===== config.mk =====
export PLATFORM = sky130hd
export DESIGN_NAME = tx_frame_length_registers
export DESIGN_NICKNAME = d
export VERILOG_FILES = /design/src/hdl/tx_length_pkg.sv /design/src/hdl/tx_frame_length_registers.sv
export VERILOG_INCLUDE_DIRS = /design/src /design/src/hdl
export SDC_FILE = /design/constraint.sdc
export NUM_CORES = 1
export LEC_CHECK = 0
export ABC_AREA = 1
export BUFFER_PORTS_ARGS = -buffer_cell sky130_fd_sc_hd__buf_4
export CAP_MARGIN = 15
export CORE_AREA = 2 2 71 73
export DETAILED_ROUTE_END_ITERATION = 10
export DIE_AREA = 0 0 73 75
export PLACE_DENSITY = 0.66
export SYNTH_ARGS = -nofsm -noshare
export SYNTH_HDL_FRONTEND = slang
export SYNTH_SLANG_ARGS = --single-unit

===== constraint.sdc =====
create_clock -name clk -period 0.9 [get_ports clk]
set_input_delay 0.045 -clock clk [delete_from_list [all_inputs] [get_ports clk]]
set_output_delay 0.045 -clock clk [all_outputs]
set_load 0.01 [all_outputs]

===== src/hdl/tx_length_cfg.svh =====
// Register offsets, field positions and reset values of the transmit length registers
`ifndef TX_LENGTH_CFG_SVH
`define TX_LENGTH_CFG_SVH

`define TXLEN_UPPER_ADDR      5'h1D
`define TXLEN_LOWER_ADDR      5'h1E
`define TXLEN_RESET_VALUE     8'h00
`define TXLEN_FLAG_BIT        0
`define TXLEN_PBITS_LSB       1
`define TXLEN_PBITS_MSB       3
`define TXLEN_LOWCNT_LSB      4
`define TXLEN_LOWCNT_MSB      7
`define TXLEN_HIGHCNT_LSB     4
`define TXLEN_HIGHCNT_MSB     7
`define TXLEN_MIDCNT_LSB      0
`define TXLEN_MIDCNT_MSB      3

`endif


===== src/hdl/tx_length_pkg.sv =====
// Types shared by the transmit length register bank
package tx_length_pkg;
	typedef logic [11:0] byte_count_t;
	typedef logic [2:0]  partial_bits_t;
endpackage : tx_length_pkg


===== src/hdl/tx_frame_length_registers.sv =====
// Transmit frame length register pair: complete byte count and partial last byte
// Notes on behaviour
// Upper register holds count bits 11..8 in bits 7..4, bits 7..4 in bits 3..0.
// Lower register bits 7..4 hold count bits 3..0, completing the 12-bit count.
// Lower register bits 3..1 give the number of bits sent from the partial byte.
// Partial bit count is ignored unless the partial-byte flag is set.
// Lower register bit 0 set marks the final byte as narrower than eight bits.
// Both registers are zero after reset and while chip enable is low.
// Both registers clear by themselves at transmit end of frame.
// Host writes both registers before loading data, again for every frame.
`include "tx_length_cfg.svh"
`timescale 1ns/1ns
`default_nettype none

module tx_frame_length_registers (
	input  wire logic                         clk,
	input  wire logic                         reset,
	input  wire logic                         chipEnable,
	input  wire logic                         regWrite,
	input  wire logic [4:0]                   regAddr,
	input  wire logic [7:0]                   regWriteData,
	input  wire logic                         txEndOfFrame,
	output logic      [7:0]                   regReadData,
	output logic      [7:0]                   txLengthUpper,
	output logic      [7:0]                   txLengthLowerPartial,
	output tx_length_pkg::byte_count_t        byteCount,
	output tx_length_pkg::partial_bits_t      lastByteBits,
	output logic                              lastBytePartial
);

	// Register state and its next values
	logic [7:0]                   upper_r;
	logic [7:0]                   lower_r;
	logic [7:0]                   upper_nxt;
	logic [7:0]                   lower_nxt;

	// Chip enable synchroniser stages
	logic                         enSync1_r;
	logic                         enSync2_r;

	// Decoded address matches and write strobes
	logic                         upperHit;
	logic                         lowerHit;
	logic                         upperWrite;
	logic                         lowerWrite;
	logic                         holdClear;

	// Named fields of the two registers
	logic [3:0]                   countHighNibble;
	logic [3:0]                   countMidNibble;
	logic [3:0]                   countLowNibble;
	tx_length_pkg::partial_bits_t partialBitsField;
	logic                         lowerPartialFlag;

	// Next values of the registered outputs
	logic [7:0]                   readData_nxt;
	tx_length_pkg::byte_count_t   byteCount_nxt;
	tx_length_pkg::partial_bits_t lastByteBits_nxt;

	// Chip enable arrives from a pin
	always_ff @(posedge clk) begin
		if (reset) begin
			enSync1_r <= 1'b0;
			enSync2_r <= 1'b0;
		end else begin
			enSync1_r <= chipEnable;
			enSync2_r <= enSync1_r;
		end
	end

	// Address match for each register
	always_comb begin
		upperHit = (regAddr == `TXLEN_UPPER_ADDR);
		lowerHit = (regAddr == `TXLEN_LOWER_ADDR);
	end

	// Writes count only with the strobe high
	always_comb begin
		upperWrite = regWrite && upperHit;
		lowerWrite = regWrite && lowerHit;
	end

	// clear on reset or disable
	always_comb begin
		holdClear = reset || !enSync2_r;
	end

	// end of frame beats write
	always_comb begin
		upper_nxt = upper_r;
		if (txEndOfFrame) begin
			upper_nxt = `TXLEN_RESET_VALUE;
		end else if (upperWrite) begin
			upper_nxt = regWriteData;
		end
	end

	// end of frame beats write
	always_comb begin
		lower_nxt = lower_r;
		if (txEndOfFrame) begin
			lower_nxt = `TXLEN_RESET_VALUE;
		end else if (lowerWrite) begin
			lower_nxt = regWriteData;
		end
	end

	// upper register zero when held
	always_ff @(posedge clk) begin
		if (holdClear) begin
			upper_r <= `TXLEN_RESET_VALUE;
		end else begin
			upper_r <= upper_nxt;
		end
	end

	// lower register zero when held
	always_ff @(posedge clk) begin
		if (holdClear) begin
			lower_r <= `TXLEN_RESET_VALUE;
		end else begin
			lower_r <= lower_nxt;
		end
	end

	// high and middle nibbles
	always_comb begin
		countHighNibble = upper_r[`TXLEN_HIGHCNT_MSB:`TXLEN_HIGHCNT_LSB];
		countMidNibble  = upper_r[`TXLEN_MIDCNT_MSB:`TXLEN_MIDCNT_LSB];
	end

	// low count nibble
	always_comb begin
		countLowNibble = lower_r[`TXLEN_LOWCNT_MSB:`TXLEN_LOWCNT_LSB];
	end

	// partial bit count field
	always_comb begin
		partialBitsField = lower_r[`TXLEN_PBITS_MSB:`TXLEN_PBITS_LSB];
	end

	// partial-byte flag
	always_comb begin
		lowerPartialFlag = lower_r[`TXLEN_FLAG_BIT];
	end

	// assemble count
	always_comb begin
		byteCount_nxt = {countHighNibble, countMidNibble, countLowNibble};
	end

	// bits used only with flag
	always_comb begin
		lastByteBits_nxt = 3'h0;
		if (lowerPartialFlag) begin
			lastByteBits_nxt = partialBitsField;
		end
	end

	// Read mux, zero for other addresses
	always_comb begin
		readData_nxt = 8'h00;
		if (upperHit) begin
			readData_nxt = upper_r;
		end else if (lowerHit) begin
			readData_nxt = lower_r;
		end
	end

	// Read data one cycle after the address
	always_ff @(posedge clk) begin
		if (reset) begin
			regReadData <= 8'h00;
		end else begin
			regReadData <= readData_nxt;
		end
	end

	// Copy of the upper register
	always_ff @(posedge clk) begin
		if (reset) begin
			txLengthUpper <= 8'h00;
		end else begin
			txLengthUpper <= upper_r;
		end
	end

	// Copy of the lower register
	always_ff @(posedge clk) begin
		if (reset) begin
			txLengthLowerPartial <= 8'h00;
		end else begin
			txLengthLowerPartial <= lower_r;
		end
	end

	// complete byte count
	always_ff @(posedge clk) begin
		if (reset) begin
			byteCount <= 12'h000;
		end else begin
			byteCount <= byteCount_nxt;
		end
	end

	// partial bit count
	always_ff @(posedge clk) begin
		if (reset) begin
			lastByteBits <= 3'h0;
		end else begin
			lastByteBits <= lastByteBits_nxt;
		end
	end

	// last byte partial
	always_ff @(posedge clk) begin
		if (reset) begin
			lastBytePartial <= 1'b0;
		end else begin
			lastBytePartial <= lowerPartialFlag;
		end
	end

endmodule : tx_frame_length_registers

`default_nettype wire


==> impl_metrics.py <==
metrics = {
    "worst_setup_path": {
        "worstSetupEndpointType": "register",
        "worst_path_dominant_cell_family": "simple AND/OR/NAND/NOR gates",
        "worst-path-buf-inv": 1,
        "worst_path_fanout_max": 16,
        "critical_path_class": "register to register",
        "timing.critical_path.cells": "nor3b_4 -> buf_12 -> nand2_1 -> nor2_2",
        "startpoint_type": "register",
        "critical_path_arrival_ns": 1.12,
        "max_stage_delay_ns": 0.32,
        "critPathSlowestCell": "dfxtp_2",
        "critical_path_required_ns": 1.13,
    },
    "floorplanning": {
        "placeableCoreArea_mm2": 0.004661,
        "overall_die_area_mm2": 0.005475,
        "floorplan.rows": 25,
        "dieWidth_um": 73,
        "initial_utilization": 0.3901,
        "pin_count": 58,
        "die_h_um": 75,
    },
    "logic_synthesis": {
        "postSynthNetCount": 249,
        "seq_area_frac_synth": 0.4955,
        "synthCells": 231,
        "post_synth_num_cell_types": 16,
        "synth_top_area_cell": "dfxtp_1",
        "postSynthRegisterBits": 45,
        "avgSynthCellArea_um2": 7.870,
        "netlist.area_leader.share": 0.4955,
        "post_synth_main_area_contributors": "dfxtp_1, inv_1, nand2_1",
        "netlist_area_mm2": 0.001818,
        "synth-warning-count": 0,
    },
    "power": {
        "totalPowerFinal_uw": 3460,
        "ir_drop_v": 0.0005847,
        "leakagePower_uw": 0.001065,
        "power_per_cell_area_mw_per_mm2": 1467,
    },
    "route": {
        "via_per_instance_ratio": 4.410,
        "dr.first_iter.drc_count": 44,
        "drt_wl_total_mm": 3.591,
        "detailed_routing_iteration_count_for_the_pre_antenna_repair_pass": 4,
        "dr_drc_count": 0,
        "drtAntennaViolNets": 0,
        "routed-via-count": 1495,
        "wl_per_cell_um": 10.59,
    },
    "status": {
        "result_of_the_run": "finished clean",
    },
    "cells_and_area": {
        "drive_gt1_frac": 0.3368,
        "final_net_count": 303,
        "synthToLayoutAreaGrowth_pct": 29.73,
        "antenna_cell_count": 0,
    },
    "grt": {
        "grt_pass1_vias": 1308,
        "wire_length_of_the_first_global_routing_pass_mm": 5.768,
        "gr-total-overflow": 0,
        "grt_util_all_layers": 0.1385,
        "grt_max_degree": 20,
        "antenna_found_initial": 0,
    },
    "timing": {
        "layout_min_cycle_time_ns": 0.8909,
        "number_of_max_slew_violations_in_the_final_report": 0,
        "tightestPinTransition_ns": 0.1887,
        "grt_setup_unrepaired": "true",
        "finalSetupTns_ns": 0,
        "hold_viol_final": 0,
        "report.final.setup_viol": 0,
        "worst_slew_margin": 0.8739,
        "peak_freq_ghz": 1.122,
        "part_of_the_cycle_the_worst_path_needs": 0.9899,
        "fin_worst_skew_ns": 0.004176,
    },
    "cts": {
        "cts.path.max_buffers": 2,
        "numClockSinks": 45,
        "postCtsSetupRepairBufs": 0,
        "cts_inserted_buffers": 5,
        "clockRootBuffer": "clkbuf_8",
        "cts_tree": "done",
        "insertion_delay_ns": 0.29,
        "h-tree-depth": 2,
        "post_cts_clock_slew_at_the_launch_and_capture_registers_of_the_worst_setup_and_hold_paths_ns": 0.08,
    },
    "place": {
        "io_buffer_count": 57,
        "place_congestion": 0.7770,
        "detailedPlacementHpwl_mm": 2.768,
    },
    "worst_hold_path": {
        "worstHoldPathType": "primary input to register",
    },
    "flow_run": {
        "max_cap_violations": 0,
    },
}
## path summary, 6_finish.rpt
kind	from	end	slack [ns]	cells after the start
worst min-delay path	regWriteData[3]	lower_r[3]$_SDFFE_PP0P_	0.09	5
worst max-delay path	enSync2_r$_SDFF_PP0_	upper_r[5]$_SDFFE_PP0P_	0.009	4
worst max register to register	enSync2_r$_SDFF_PP0_	upper_r[5]$_SDFFE_PP0P_	0.009	4
worst min register to register	enSync1_r$_SDFF_PP0_	enSync2_r$_SDFF_PP0_	0.41	2
## cells in the mapped netlist, drive strengths merged
cell and number:
nor2 40, inv 46, buf 21, nand3 18, a21oi 8, nor3b 1, dfxtp 45, nand4 16
clkbuf 2, nand2 34
## worst min-delay path: cells and delay by family
kind | cells | cell delay (ns)
buffers and inverters | 2 | 0.12
and+or+nand+nor | 3 | 0.19
## layout by cell type (no fill, tap or decap), types with 2 or more instances in the layout
cell,count
clkbuf_8,6
a21oi_1,8
nand3_2,2
dfxtp_1,44
nand3_1,16
nor2_4,3
nand4_1,16
inv_2,2
inv_1,44
nor2_2,11
nor2_1,26
buf_4,68
nand2_1,33
## sequential cells by signal, summed over array words and instances, names as in the netlist
register	count
byteCount	1
lastByteBits	3
upper_r	8
regReadData	8
lower_r	8
enSync2_r	1
txLengthLowerPartial	7
txLengthUpper	8
enSync1_r	1
## cells by family (layout without fill, tap and decap cells)
family / after synthesis / count (layout) / synth area share
DFF: 45 / 45 / 0.4955
AOI/OAI and AO/OA: 8 / 8 / 0.02202
and+or+nand+nor: 109 / 109 / 0.2994
buffers and inverters: 69 / 123 / 0.1831
## metal layers
| layer | global-route usage | vias up | part of all wire | wire (um) |
|---|---|---|---|---|
| met5 | 0 | - | 0 | 0 |
| met4 | 0.04938 | 0 | 0.014 | 52 |
| met3 | 0.03614 | 5 | 0.045 | 161 |
| met2 | 0.2262 | 45 | 0.45 | 1631 |
| met1 | 0.1777 | 652 | 0.49 | 1746 |
| li1 | - | 793 | - | - |
## power by group
group | total [uW] | leakage [uW] | internal (uW) | switching (uW)
registers | 1990 | 0.000363 | 1990 | 1.20
clock network | 1230 | 0.0000443 | 609 | 621
logic | 235 | 0.000658 | 103 | 132
## stage by stage
stage,hold WS (ns),cell area [um2],instances,setup WS [ns],utilization
after global placement,0.2473,2256,331,0.03975,0.4840
after detailed placement,0.2517,2256,331,0.02247,0.4840
after floorplan,0.1520,1818,231,-0.006111,-
after CTS,0.08606,2357,339,0.002694,0.5058
after global routing,0.1136,2359,339,-0.04907,0.5060
final,0.09311,2359,339,0.009081,0.5060
## final cells by class
type                       count  area, um2
fill                         447       2302
tap                           54      67.56
clock buffer                   7      86.33
sequential                    45      902.1
inverter                      46      172.7
multi-input combinational    117      589.3
timing repair buffer          70      540.5
## repair_timing
item | CTS | global route
gates resized for setup | 2 | 1
hold endpoints to repair | 1 | 0
hold buffers | 1 | 0
setup endpoints to repair | 1 | 16
Power figures use the tool's default switching activity.
